**config.mk**
```make
export PLATFORM = sky130hd
export DESIGN_NAME = imu_ctrl
export DESIGN_NICKNAME = d
export VERILOG_FILES = /design/src/core/imu_pkg.sv /design/src/core/imu_ctrl.sv
export VERILOG_INCLUDE_DIRS = /design/src /design/src/core
export SDC_FILE = /design/constraint.sdc
export NUM_CORES = 1
export LEC_CHECK = 0
export BUFFER_PORTS_ARGS = -buffer_cell sky130_fd_sc_hd__buf_2
export CAP_MARGIN = 30
export CORE_UTILIZATION = 45
export DETAILED_ROUTE_END_ITERATION = 16
export PLACE_DENSITY_LB_ADDON = 0.1
export SLEW_MARGIN = 20
export SYNTH_ARGS = -nofsm -noshare
export SYNTH_HDL_FRONTEND = slang
export SYNTH_SLANG_ARGS = --single-unit
```
**constraint.sdc**
```tcl
create_clock -name clk_sys -period 10.8 [get_ports clk_sys]
set_clock_uncertainty 0.2 [all_clocks]
set_input_delay 2.16 -clock clk_sys [delete_from_list [all_inputs] [get_ports clk_sys]]
set_output_delay 2.16 -clock clk_sys [all_outputs]
set_load 0.01 [all_outputs]
```
**src/core/imu_defs.svh**
```systemverilog
// register map, field positions, reset values and timing of imu control
`ifndef IMU_DEFS_SVH
`define IMU_DEFS_SVH

`define IMU_ADR_IOL       7'h32
`define IMU_ADR_MISC      7'h34
`define IMU_ADR_SMPL      7'h36
`define IMU_ADR_SENS      7'h38
`define IMU_ADR_SLP       7'h3A
`define IMU_ADR_GCMD      7'h3E
`define IMU_HI_BYTE       7'h01

`define IMU_RST_GCMD      16'h0000
`define IMU_RST_MISC      16'h0006
`define IMU_RST_SMPL      16'h0001
`define IMU_RST_SENS      16'h0400
`define IMU_RST_IOL       16'h0000
`define IMU_RST_SLP       16'h0000

`define IMU_MSK_GCMD      16'h009F
`define IMU_MSK_MISC      16'h0FC7
`define IMU_MSK_SMPL      16'h00FF
`define IMU_MSK_SENS      16'h0707
`define IMU_MSK_IOL       16'h0F0F
`define IMU_MSK_SLP       16'h01FF

`define IMU_GC_SRST       7
`define IMU_GC_RESTORE    1
`define IMU_MC_MEMTEST    11
`define IMU_MC_SELFTST    10
`define IMU_MC_STNEG      9
`define IMU_MC_STPOS      8
`define IMU_MC_COMP       7
`define IMU_MC_POP        6
`define IMU_MC_DREN       2
`define IMU_MC_DRPOL      1
`define IMU_MC_DRSEL      0
`define IMU_SP_TB         7
`define IMU_SP_INC        6:0
`define IMU_SL_IND        8
`define IMU_SENS_RNG      10:8
`define IMU_SENS_TAP      2:0
`define IMU_IOL_LVL       11:8
`define IMU_IOL_DIR       3:0
`define IMU_WR_BIT        15

`define IMU_RNG_300       3'h4
`define IMU_RNG_150       3'h2
`define IMU_RNG_75        3'h1
`define IMU_TAP_MIN150    3'h2
`define IMU_TAP_MIN75     3'h4
`define IMU_TAP_MAX       3'h6
`define IMU_LOWPWR_MIN    8'h0A
`define IMU_EXT_CLK       8'h00

`define IMU_CLK_MHZ       125
`define IMU_TB0_MS        0.61035
`define IMU_TB1_MS        18.921
`define IMU_DRDY_MIN_US   100
`define IMU_DRDY_MAX_US   200
`define IMU_NV_MS         50
`define IMU_SLEEP_LSB_MS  500
`define IMU_STARTUP_CYC   64

`endif

```
**src/core/imu_pkg.sv**
```systemverilog
// types shared by the imu control logic
`default_nettype none

package imu_pkg;
  typedef enum logic [1:0] {PWR_AWAKE, PWR_TIMED, PWR_INDEF} imu_pwr_t;
  typedef enum logic {RUN_ACTIVE, RUN_STARTUP} imu_run_t;
  typedef struct packed {
    logic       comp_en;
    logic       pop_en;
    logic       stim_neg;
    logic       stim_pos;
    logic [2:0] gyro_range;
    logic [2:0] taps_m;
    logic       low_power;
    logic       ext_clk_mode;
  } imu_cfg_t;
endpackage : imu_pkg

`default_nettype wire

```
**src/core/imu_ctrl.sv**
```systemverilog
// operational control register bank of the inertial sensor
`include "imu_defs.svh"
`default_nettype none
////////////////////////////////////////////////////////////////////////////
// Notes on behaviour
// - restore clears calibration, data, ends within 50 ms
// - misc bit 7 bias compensation, bit 6 percussion
// - command bits start on 1, self-clear on completion
// - bit 7 halts, restarts, reloads control registers
// - read of command register starts burst read
// - command bits 4,3,2,1,0 map to their operations
// - period is time base times increment plus one
// - sample period resets to 0x0001
// - sample period 0x0A or more means low power
// - bit 8 sleeps until chip-select falls
// - bits 7:0 sleep count times half second
// - two averaging stages, tap exponent at most 6
// - range bits 10:8 select 300, 150, 75 deg/s
// - low ranges raise tap setting to floor
// - line owner: misc, then alarm, then pins
// - direction bits 3:0, levels bits 11:8
// - sample period low byte zero selects external clock
// - data-ready pulse active high on line 1
// - misc bits 2:0 enable, polarity, line select
// - misc bits 11,10 start tests, clear when done
// - misc bits 9,8 apply self-test stimulus
////////////////////////////////////////////////////////////////////////////

module imu_ctrl #(
  parameter int TB0_CYC    = int'($floor(`IMU_TB0_MS * `IMU_CLK_MHZ * 1000.0)),
  parameter int TB1_CYC    = int'($floor(`IMU_TB1_MS * `IMU_CLK_MHZ * 1000.0)),
  parameter int DRDY_CYC   = (`IMU_DRDY_MIN_US + `IMU_DRDY_MAX_US) / 2
                             * `IMU_CLK_MHZ,
  parameter int NV_CYC     = `IMU_NV_MS * `IMU_CLK_MHZ * 1000,
  parameter int HALF_S_CYC = `IMU_SLEEP_LSB_MS * `IMU_CLK_MHZ * 1000
) (
  input  wire logic             clk_sys,
  input  wire logic             rst,
  input  wire logic             spi_sclk,
  input  wire logic             spi_cs_n,
  input  wire logic             spi_mosi,
  output logic                  spi_miso,
  output logic                  spi_miso_oe_n,
  input  wire logic             ext_sample_clk,
  input  wire logic [3:0]       dio_in,
  output logic      [3:0]       dio_out,
  output logic      [3:0]       dio_oe_n,
  input  wire logic [3:0]       alarm_own,
  input  wire logic [3:0]       alarm_lvl,
  input  wire logic [7:0]       op_done,
  input  wire logic [1:0]       test_done,
  output logic      [7:0]       op_start,
  output logic      [1:0]       test_start,
  output logic                  burst_start,
  output logic                  sample_tick,
  output logic                  startup_busy,
  output logic                  sleeping,
  output imu_pkg::imu_cfg_t     cfg
);

  logic [7:0]        sync_a;
  logic [7:0]        sync_b;
  logic [7:0]        sync_c;
  logic              sclk_rise;
  logic              sclk_fall;
  logic              cs_act;
  logic              cs_fall;
  logic              mosi_s;
  logic              ext_rise;
  logic [3:0]        dio_s;
  logic [3:0]        bit_cnt;
  logic [15:0]       rx_sh;
  logic [15:0]       tx_sh;
  logic [15:0]       word;
  logic [6:0]        rd_addr;
  logic              word_done;
  logic              rd_cmd;
  logic              wr_en;
  logic [6:0]        wr_a;
  logic [7:0]        wr_d;
  logic [15:0]       gcmd;
  logic [15:0]       misc;
  logic [15:0]       smpl;
  logic [15:0]       sens;
  logic [15:0]       iol;
  logic [15:0]       slp;
  logic [15:0]       next_gcmd;
  logic [15:0]       next_misc;
  logic [15:0]       next_smpl;
  logic [15:0]       next_sens;
  logic [15:0]       next_iol;
  logic [15:0]       next_slp;
  logic [15:0]       g_set;
  logic [3:0]        io_lvl_rd;
  logic              reload;
  logic              srst_done;
  logic              nv_to;
  logic [31:0]       nv_cnt;
  logic [31:0]       st_cnt;
  imu_pkg::imu_run_t run;
  imu_pkg::imu_pwr_t pwr;
  logic [7:0]        slp_rem;
  logic [31:0]       half_cnt;
  logic              slp_lo_wr;
  logic              slp_ind_wr;
  logic              wake;
  logic              run_ok;
  logic              ext_mode;
  logic [31:0]       tb_lim;
  logic [31:0]       tb_cnt;
  logic [6:0]        inc_cnt;
  logic [31:0]       dr_cnt;
  logic              dr_act;

  function automatic logic hit(input logic [6:0] a, input logic [6:0] b);
    return a[6:1] == b[6:1];
  endfunction : hit

  function automatic logic [15:0] merge(input logic [15:0] old,
                                        input logic [6:0]  a,
                                        input logic [6:0]  base,
                                        input logic [7:0]  d,
                                        input logic [15:0] msk);
    logic [15:0] v;
    v = old;
    if (a == base) begin
      v[7:0] = d;
    end else if (a == (base | `IMU_HI_BYTE)) begin
      v[15:8] = d;
    end
    return v & msk;
  endfunction : merge

  function automatic logic [15:0] sens_fix(input logic [15:0] v);
    logic [15:0] r;
    r = v;
    if (r[`IMU_SENS_TAP] > `IMU_TAP_MAX) begin
      r[`IMU_SENS_TAP] = `IMU_TAP_MAX;
    end
    if (r[`IMU_SENS_RNG] == `IMU_RNG_150 &&
        r[`IMU_SENS_TAP] < `IMU_TAP_MIN150) begin
      r[`IMU_SENS_TAP] = `IMU_TAP_MIN150;
    end
    if (r[`IMU_SENS_RNG] == `IMU_RNG_75 &&
        r[`IMU_SENS_TAP] < `IMU_TAP_MIN75) begin
      r[`IMU_SENS_TAP] = `IMU_TAP_MIN75;
    end
    return r;
  endfunction : sens_fix

  function automatic logic [15:0] rd_word(input logic [6:0] a);
    logic [15:0] v;
    v = 16'h0000;
    if (hit(a, `IMU_ADR_GCMD)) begin
      v = gcmd;
    end else if (hit(a, `IMU_ADR_MISC)) begin
      v = misc;
    end else if (hit(a, `IMU_ADR_SMPL)) begin
      v = smpl;
    end else if (hit(a, `IMU_ADR_SENS)) begin
      v = sens;
    end else if (hit(a, `IMU_ADR_SLP)) begin
      v = slp;
    end else if (hit(a, `IMU_ADR_IOL)) begin
      v = {4'h0, io_lvl_rd, 4'h0, iol[`IMU_IOL_DIR]};
    end
    return v;
  endfunction : rd_word

  ////////////////////////////////////////////////////////////////////////////
  // pin synchronisers
  always_ff @(posedge clk_sys or posedge rst) begin
    if (rst) begin
      sync_a <= 8'hC0;
      sync_b <= 8'hC0;
      sync_c <= 8'hC0;
    end else begin
      sync_a <= {spi_sclk, spi_cs_n, spi_mosi, ext_sample_clk, dio_in};
      sync_b <= sync_a;
      sync_c <= sync_b;
    end
  end

  assign sclk_rise = sync_b[7] & ~sync_c[7];
  assign sclk_fall = ~sync_b[7] & sync_c[7];
  assign cs_act    = ~sync_b[6];
  assign cs_fall   = ~sync_b[6] & sync_c[6];
  assign mosi_s    = sync_b[5];
  assign ext_rise  = sync_b[4] & ~sync_c[4];
  assign dio_s     = sync_b[3:0];

  ////////////////////////////////////////////////////////////////////////////
  // serial port
  assign word      = {rx_sh[14:0], mosi_s};
  assign word_done = cs_act & sclk_rise & (bit_cnt == 4'hF);
  assign rd_cmd    = word_done & ~word[`IMU_WR_BIT];
  assign wr_en     = word_done & word[`IMU_WR_BIT];
  assign wr_a      = word[14:8];
  assign wr_d      = word[7:0];
  assign spi_miso  = tx_sh[15];
  assign io_lvl_rd = (iol[`IMU_IOL_LVL] & iol[`IMU_IOL_DIR]) |
                     (dio_s & ~iol[`IMU_IOL_DIR]);

  always_ff @(posedge clk_sys or posedge rst) begin
    if (rst) begin
      bit_cnt <= 4'h0;
      rx_sh   <= 16'h0000;
      tx_sh   <= 16'h0000;
      rd_addr <= 7'h00;
    end else if (cs_fall) begin
      bit_cnt <= 4'h0;
      tx_sh   <= rd_word(rd_addr);
    end else if (cs_act && sclk_rise) begin
      rx_sh   <= word;
      bit_cnt <= bit_cnt + 4'h1;
      if (rd_cmd) begin
        rd_addr <= wr_a;
        tx_sh   <= rd_word(wr_a);
      end else if (word_done) begin
        tx_sh   <= rd_word(rd_addr);
      end
    end else if (cs_act && sclk_fall && bit_cnt != 4'h0) begin
      tx_sh <= {tx_sh[14:0], 1'b0};
    end
  end

  always_ff @(posedge clk_sys or posedge rst) begin
    if (rst) begin
      spi_miso_oe_n <= 1'b1;
      burst_start   <= 1'b0;
    end else begin
      spi_miso_oe_n <= ~cs_act;
      burst_start   <= rd_cmd && hit(wr_a, `IMU_ADR_GCMD);
    end
  end

  ////////////////////////////////////////////////////////////////////////////
  // global commands
  assign g_set  = wr_en ? merge(16'h0000, wr_a, `IMU_ADR_GCMD, wr_d,
                                `IMU_MSK_GCMD) : 16'h0000;
  assign reload = g_set[`IMU_GC_SRST];
  assign nv_to  = gcmd[`IMU_GC_RESTORE] && nv_cnt == 32'(NV_CYC - 1);
  assign srst_done = run == imu_pkg::RUN_STARTUP && st_cnt == 32'h0;

  always_comb begin
    next_gcmd = gcmd & {8'h00, ~op_done};
    next_gcmd[`IMU_GC_SRST] = gcmd[`IMU_GC_SRST] & ~srst_done;
    if (nv_to) begin
      next_gcmd[`IMU_GC_RESTORE] = 1'b0;
    end
    next_gcmd = next_gcmd | g_set;
  end

  always_ff @(posedge clk_sys or posedge rst) begin
    if (rst) begin
      gcmd     <= `IMU_RST_GCMD;
      op_start <= 8'h00;
      nv_cnt   <= 32'h0;
    end else begin
      gcmd     <= next_gcmd;
      op_start <= g_set[7:0];
      nv_cnt   <= gcmd[`IMU_GC_RESTORE] ? nv_cnt + 32'h1 : 32'h0;
    end
  end

  always_ff @(posedge clk_sys or posedge rst) begin
    if (rst) begin
      run    <= imu_pkg::RUN_ACTIVE;
      st_cnt <= 32'h0;
    end else begin
      case (run)
        imu_pkg::RUN_ACTIVE: begin
          if (reload) begin
            run    <= imu_pkg::RUN_STARTUP;
            st_cnt <= 32'(`IMU_STARTUP_CYC - 1);
          end
        end
        imu_pkg::RUN_STARTUP: begin
          if (st_cnt == 32'h0) begin
            run <= imu_pkg::RUN_ACTIVE;
          end else begin
            st_cnt <= st_cnt - 32'h1;
          end
        end
        default: run <= imu_pkg::RUN_ACTIVE;
      endcase
    end
  end

  ////////////////////////////////////////////////////////////////////////////
  // control registers
  always_comb begin
    next_misc = misc;
    next_misc[`IMU_MC_MEMTEST] = misc[`IMU_MC_MEMTEST] & ~test_done[1];
    next_misc[`IMU_MC_SELFTST] = misc[`IMU_MC_SELFTST] & ~test_done[0];
    if (wr_en) begin
      next_misc = merge(next_misc, wr_a, `IMU_ADR_MISC, wr_d,
                        `IMU_MSK_MISC);
    end
    next_smpl = wr_en ? merge(smpl, wr_a, `IMU_ADR_SMPL, wr_d,
                              `IMU_MSK_SMPL) : smpl;
    next_sens = sens_fix(wr_en ? merge(sens, wr_a, `IMU_ADR_SENS, wr_d,
                                       `IMU_MSK_SENS) : sens);
    next_iol  = wr_en ? merge(iol, wr_a, `IMU_ADR_IOL, wr_d,
                              `IMU_MSK_IOL) : iol;
    next_slp  = slp;
    if (wake) begin
      next_slp[`IMU_SL_IND] = 1'b0;
    end
    if (wr_en) begin
      next_slp = merge(next_slp, wr_a, `IMU_ADR_SLP, wr_d, `IMU_MSK_SLP);
    end
  end

  always_ff @(posedge clk_sys or posedge rst) begin
    if (rst) begin
      misc <= `IMU_RST_MISC;
      smpl <= `IMU_RST_SMPL;
      sens <= `IMU_RST_SENS;
      iol  <= `IMU_RST_IOL;
      slp  <= `IMU_RST_SLP;
    end else if (reload) begin
      misc <= `IMU_RST_MISC;
      smpl <= `IMU_RST_SMPL;
      sens <= `IMU_RST_SENS;
      iol  <= `IMU_RST_IOL;
      slp  <= `IMU_RST_SLP;
    end else begin
      misc <= next_misc;
      smpl <= next_smpl;
      sens <= next_sens;
      iol  <= next_iol;
      slp  <= next_slp;
    end
  end

  always_ff @(posedge clk_sys or posedge rst) begin
    if (rst) begin
      test_start <= 2'h0;
    end else if (wr_en && wr_a == (`IMU_ADR_MISC | `IMU_HI_BYTE)) begin
      test_start <= {wr_d[`IMU_MC_MEMTEST - 8],
                     wr_d[`IMU_MC_SELFTST - 8]};
    end else begin
      test_start <= 2'h0;
    end
  end

  ////////////////////////////////////////////////////////////////////////////
  // sleep control
  assign slp_lo_wr  = wr_en && wr_a == `IMU_ADR_SLP && wr_d != 8'h00;
  assign slp_ind_wr = wr_en && wr_a == (`IMU_ADR_SLP | `IMU_HI_BYTE) &&
                      wr_d[`IMU_SL_IND - 8];
  assign wake       = pwr == imu_pkg::PWR_INDEF && cs_fall;

  always_ff @(posedge clk_sys or posedge rst) begin
    if (rst) begin
      pwr      <= imu_pkg::PWR_AWAKE;
      slp_rem  <= 8'h00;
      half_cnt <= 32'h0;
    end else if (reload) begin
      pwr <= imu_pkg::PWR_AWAKE;
    end else begin
      case (pwr)
        imu_pkg::PWR_AWAKE: begin
          if (slp_ind_wr) begin
            pwr <= imu_pkg::PWR_INDEF;
          end else if (slp_lo_wr) begin
            pwr      <= imu_pkg::PWR_TIMED;
            slp_rem  <= wr_d;
            half_cnt <= 32'h0;
          end
        end
        imu_pkg::PWR_TIMED: begin
          if (half_cnt == 32'(HALF_S_CYC - 1)) begin
            half_cnt <= 32'h0;
            slp_rem  <= slp_rem - 8'h01;
            if (slp_rem == 8'h01) begin
              pwr <= imu_pkg::PWR_AWAKE;
            end
          end else begin
            half_cnt <= half_cnt + 32'h1;
          end
        end
        imu_pkg::PWR_INDEF: begin
          if (wake) begin
            pwr <= imu_pkg::PWR_AWAKE;
          end
        end
        default: pwr <= imu_pkg::PWR_AWAKE;
      endcase
    end
  end

  ////////////////////////////////////////////////////////////////////////////
  // sample timer and data ready
  assign run_ok   = run == imu_pkg::RUN_ACTIVE && pwr == imu_pkg::PWR_AWAKE;
  assign ext_mode = smpl[7:0] == `IMU_EXT_CLK;
  assign tb_lim   = smpl[`IMU_SP_TB] ? 32'(TB1_CYC - 1) : 32'(TB0_CYC - 1);

  always_ff @(posedge clk_sys or posedge rst) begin
    if (rst) begin
      tb_cnt      <= 32'h0;
      inc_cnt     <= 7'h00;
      sample_tick <= 1'b0;
    end else begin
      sample_tick <= 1'b0;
      if (!run_ok) begin
        tb_cnt  <= 32'h0;
        inc_cnt <= 7'h00;
      end else if (ext_mode) begin
        sample_tick <= ext_rise;
      end else if (tb_cnt >= tb_lim) begin
        tb_cnt <= 32'h0;
        if (inc_cnt >= smpl[`IMU_SP_INC]) begin
          inc_cnt     <= 7'h00;
          sample_tick <= 1'b1;
        end else begin
          inc_cnt <= inc_cnt + 7'h01;
        end
      end else begin
        tb_cnt <= tb_cnt + 32'h1;
      end
    end
  end

  always_ff @(posedge clk_sys or posedge rst) begin
    if (rst) begin
      dr_cnt <= 32'h0;
      dr_act <= 1'b0;
    end else if (sample_tick && misc[`IMU_MC_DREN]) begin
      dr_cnt <= 32'(DRDY_CYC - 1);
      dr_act <= 1'b1;
    end else if (dr_cnt != 32'h0) begin
      dr_cnt <= dr_cnt - 32'h1;
    end else begin
      dr_act <= 1'b0;
    end
  end

  ////////////////////////////////////////////////////////////////////////////
  // io line ownership
  for (genvar i = 0; i < 4; i++) begin : g_dio
    always_ff @(posedge clk_sys or posedge rst) begin
      if (rst) begin
        dio_out[i]  <= 1'b0;
        dio_oe_n[i] <= 1'b1;
      end else if (misc[`IMU_MC_DREN] &&
                   i == (misc[`IMU_MC_DRSEL] ? 1 : 0)) begin
        dio_out[i]  <= misc[`IMU_MC_DRPOL] ? dr_act : ~dr_act;
        dio_oe_n[i] <= 1'b0;
      end else if (alarm_own[i]) begin
        dio_out[i]  <= alarm_lvl[i];
        dio_oe_n[i] <= 1'b0;
      end else begin
        dio_out[i]  <= iol[8 + i];
        dio_oe_n[i] <= ~iol[i];
      end
    end
  end

  always_ff @(posedge clk_sys or posedge rst) begin
    if (rst) begin
      cfg          <= '0;
      startup_busy <= 1'b0;
      sleeping     <= 1'b0;
    end else begin
      cfg.comp_en      <= misc[`IMU_MC_COMP];
      cfg.pop_en       <= misc[`IMU_MC_POP];
      cfg.stim_neg     <= misc[`IMU_MC_STNEG];
      cfg.stim_pos     <= misc[`IMU_MC_STPOS];
      cfg.gyro_range   <= sens[`IMU_SENS_RNG];
      cfg.taps_m       <= sens[`IMU_SENS_TAP];
      cfg.low_power    <= smpl[7:0] >= `IMU_LOWPWR_MIN;
      cfg.ext_clk_mode <= ext_mode;
      startup_busy     <= run == imu_pkg::RUN_STARTUP;
      sleeping         <= pwr != imu_pkg::PWR_AWAKE;
    end
  end

  logic [31:0] hi_len;
  always_ff @(posedge clk_sys or posedge rst) begin
    if (rst) begin
      hi_len <= 32'h0;
    end else begin
      hi_len <= dr_act ? hi_len + 32'h1 : 32'h0;
    end
  end
endmodule : imu_ctrl

`default_nettype wire

```
# == Yosys cells after proc, flatten, opt, wreduce, memory -nomap -nowiden ==
# Cells that the tools add are included.
# classes
add_sub_neg,8
n_eq_ne,48
n_reduce_logical,53
order_cmp,6
n_bitwise,34
muxes,106
# op_table
op,count
$mux 16,25
$mux 32,11
$pmux 32 s2,2
$add 32x1->32 const B,3
$eq 6x5->1 const B,12
$eq 7x6->1 const B,10
$logic_not 32->1,2
$mux 8,8
$sub 32x1->32 const B,2
$eq 2x32->1 const A,1
$eq 3x32->1 const A,1
$eq 32x23->1 const B,1
$eq 32x26->1 const B,1
$ge 32x22->1,1
$reduce_bool 32->1,1
$mux 1,30
$mux 4,7
$mux 7,4
$mux 12,2
$mux 22,1
$reduce_bool 2->1,11
$logic_and 1x1->1,20
$mux 3,6
$ne 2x2->1 const B,9
39 further kinds,84
# word_totals
elab_cells,309
reg_bits,368
output_inout_bits,36
in_bits,28

# == Longest topological paths before layout ==
# depth
ltp_word,15
mapped_depth,10
depth_no_buf,9

# == Worst setup path before layout ==
# No wires, ideal clock.
# synth_path
kind,reg-to-output
from,"register, netlist name sync_c[6]"
to,output port spi_miso_oe_n
path_slack_ns,7.892
stages_incl_launch_ff,1
arrival_time_ns,0.548
required_time_ns,8.440
cell_sequence,dfstp_2
# synth_rtl
item,line_no,text
"end, declared",imu_ctrl.sv:43,"output logic spi_miso_oe_n,"

# == Worst setup path in the final report ==
# layout_path
from,register rx_sh[10]
to,register half_cnt[6]
# layout_between
elab_chain_cells,5
# layout_lines
item,line_no,text
"start, declared",imu_ctrl.sv:72,logic [15:0] rx_sh;
"start signal, assigned",imu_ctrl.sv:214,rx_sh <= word;
"$eq 7x6->1, on equally long branches",--,
"$logic_and 1x1->1, or another cell as far along (2 in series)",imu_ctrl.sv:351,assign slp_ind_wr = wr_en && wr_a == (`IMU_ADR_SLP | `IMU_HI_BYTE) &&
$ne 2x2->1 (no source line) or $not 1->1 (tied branches),--,
$reduce_and 4->1 (no source line) *,--,
"end signal, assigned",imu_ctrl.sv:381,half_cnt <= half_cnt + 32'h1;
"end, declared",imu_ctrl.sv:103,logic [31:0] half_cnt;
# Mark *: on every way between the ends. The rest lies on a longest branch, timed or not.
# A chain may end at the register's enable or synchronous reset.

==> run metrics <==
status=finished, final reports clean; Final #Nets=1,820; largest net degree at the start of global routing=187; initial antenna violation count=1; CTS tree=done; CP peak stage delay=870 ps; Top FF cell, synth=dfrtp_1; Design Area, Final=18,300 um^2; GPL Wtd Cong=0.888; htree depth=2; die width=192 um; setup tns final=0 ps; Vias/cell=5.60; slowest cell on the critical path=dfrtp_1; Register-to-Register Path Depth=6; CORE AREA=35,500 um^2; met3 Use GR=3.84%; Crit path required time=11,020 ps; Post-synth EDFFs=0; CTS sink count=319; TritonCTS buffer count=37; busiest grt layer=met2; layout cells sized above 1=11.4%; Synth cell types=92; power density over the cells=143 nW/um^2; clk_lat worst skew=540 ps; drt first pass iters=7; Total Routing Usage GR=22.1%; DR iter-0 viols=871; # DRC=0; number of global-route vias before repair=12,100; n_diodes=0; first-pass GRT wire length=64,700 um; Seq/Total Area, Yosys=49.3%; Crit Path Category=flop to flop; die height=192 um; Setup-failing EPs final=0; reg2reg end=half_cnt[6]; critical path peak fanout=21; highest clock rate=269 MHz; hold_buf cts=0; Max Slew Vio Count=0; Area growth, synth to finish=12.9%; Pwr Total=2.62 mW; Yosys Warn Count=0; # IOs=64; crit-path cells=nand4b_1 -> or4b_1 -> o21ai_2 -> or2_0 -> nor2_1 -> a221o_1; DR WL/cell=17.5 um; max-capacitance violation count=0; Initial Util=45.7%; Synth async-reset ratio=100%; Core Rows=69; setup bufs post-CTS=0; CTS max path bufs=3; total gr overflow=0; Post-Syn Area=16,200 um^2; register bit count reported by yosys=319; die area=36,800 um^2; final hold violation count=0; HPWL after DPL=26,500 um; R2R Setup Slk=7080 ps; fin crit share=34.5%; CTS clock-pin slew for the worst setup and hold paths=60 ps; min Tclk post-route=3720 ps; Worst setup startpoint=rx_sh[10]; Avg Cell Area, Syn=9.51 um^2; PortBufs=60; Worst Max-Slew Pin Slew=965 ps; routed wire length=39,400 um; Worst Path Arrival=3940 ps; worst r2r src=rx_sh[10]; Startpoint Class=flop; Max IR drop VDD=114 uV; post-CTS sizing=0; GR Util met2=34.9%; Static Leak=8.37 nW; Post-Synthesis Cells=1,707; DRT antenna net count=0; CP endpoint kind=flop; HP Class=flop to flop; crit path to=half_cnt[6]; RSZ-0062 raised after global routing=false; placed cell area=17,000 um^2; GR Util met1=30.8%; Worst slew margin=35.2%; root buf cell=clkbuf_16; total number of vias=12,600
## area by class of cell
cell class,count,area [um^2]
multi-input combinational,1275,7770
fill,3280,17200
clock buffer,52,1030
timing repair buffer,85,566
inverter,45,173
clock inverter,13,198
sequential,319,8000
tap,461,577
## stage by stage
step,cells,util [%],hold WS (ps),setup WS (ps)
finish,2250,51.6,149,7080
global route,2250,51.6,160,6860
CTS,2246,51.4,153,7090
detailed placement,2181,47.9,139,6600
global placement,2179,47.8,136,6610
floorplan,1708,-,131,4200
## sequential cells by signal, summed over array words and instances, names as in the netlist, 12 cells and up
| signal | flops |
|---|---|
| half_cnt | 32 |
| dr_cnt | 32 |
| rx_sh | 15 |
| st_cnt | 32 |
| tb_cnt | 32 |
| tx_sh | 16 |
| nv_cnt | 32 |
| cfg | 12 |
## how the worst min path moves through the flow
stage / startpoint / end / slack, ps / cells past startpoint
global placement: sync_a[2] / sync_b[2] / 140 / 0
detailed placement: sync_a[2] / sync_b[2] / 140 / 0
global route: sync_a[3] / sync_b[3] / 160 / 0
CTS: sync_a[2] / sync_b[2] / 150 / 0
floorplan: sync_a[0] / sync_b[0] / 130 / 0
finish: sync_a[2] / sync_b[2] / 150 / 0
## power by group
part	total, mW	internal, mW	switching [mW]
clock network	1.28	0.785	0.499
registers	1.25	1.22	0.0312
logic	0.0843	0.0311	0.0532
## synthesized netlist by cell type, types with 21 or more instances
cell type	n	area, um^2
dfrtp_1	305	7630
nor2_1	189	709
nand2_1	187	702
xnor2_1	85	744
a21oi_1	83	415
nand3_1	81	405
nor3_1	80	400
o21ai_0	64	320
clkbuf_1	49	184
inv_1	43	161
xor2_1	43	377
nor4_1	41	257
and2_1	34	213
nand4_1	33	206
ha_1	29	363
and3_1	28	175
mux2i_1	24	240
or3_1	21	131
## kinds of logic after synthesis
logic type | count (synthesis) | synth area share (%)
XOR/XNOR | 128 | 6.91
AND/OR/NAND/NOR | 818 | 26.0
AO/OA/AOI/OAI | 260 | 10.1
multiplexers | 38 | 2.45
buffers and inverters | 114 | 2.95
flip-flops | 319 | 49.3
adder cells (fa/ha/maj) | 29 | 2.24
other | 1 | 0.0231
## metal layers
metal | routed length, um | vias to the layer above | part of all wire (%)
li1 | - | 6154 | -
met1 | 18300 | 6147 | 47
met2 | 18100 | 227 | 46
met3 | 1740 | 69 | 4.4
met4 | 1180 | 2 | 3.0
met5 | 13 | - | 0.033
## layout by cell type (no fill, tap or decap), types with 14 or more instances in the layout
cell type	instances
nand2_1	187
nand4_1	33
o21ai_0	64
buf_4	19
buf_2	61
and2_1	34
dfstp_2	14
mux2i_1	24
nor4_1	41
or3_1	21
a21oi_1	83
nor3_1	80
xnor2_1	85
nor2_1	189
inv_1	42
nand3_1	81
ha_1	29
and3_1	28
dfrtp_1	305
clkbuf_16	37
mux2_2	14
nor2b_1	18
xor2_1	43
## critical path, delay by kind of cell, from the launching register on
| kind | cells | cell delay [ps] |
|---|---|---|
| DFF | 1 | 870 |
| and+or+nand+nor | 4 | 1890 |
| AOI/OAI and AO/OA | 2 | 640 |
(Power assumes the default switching activity.)
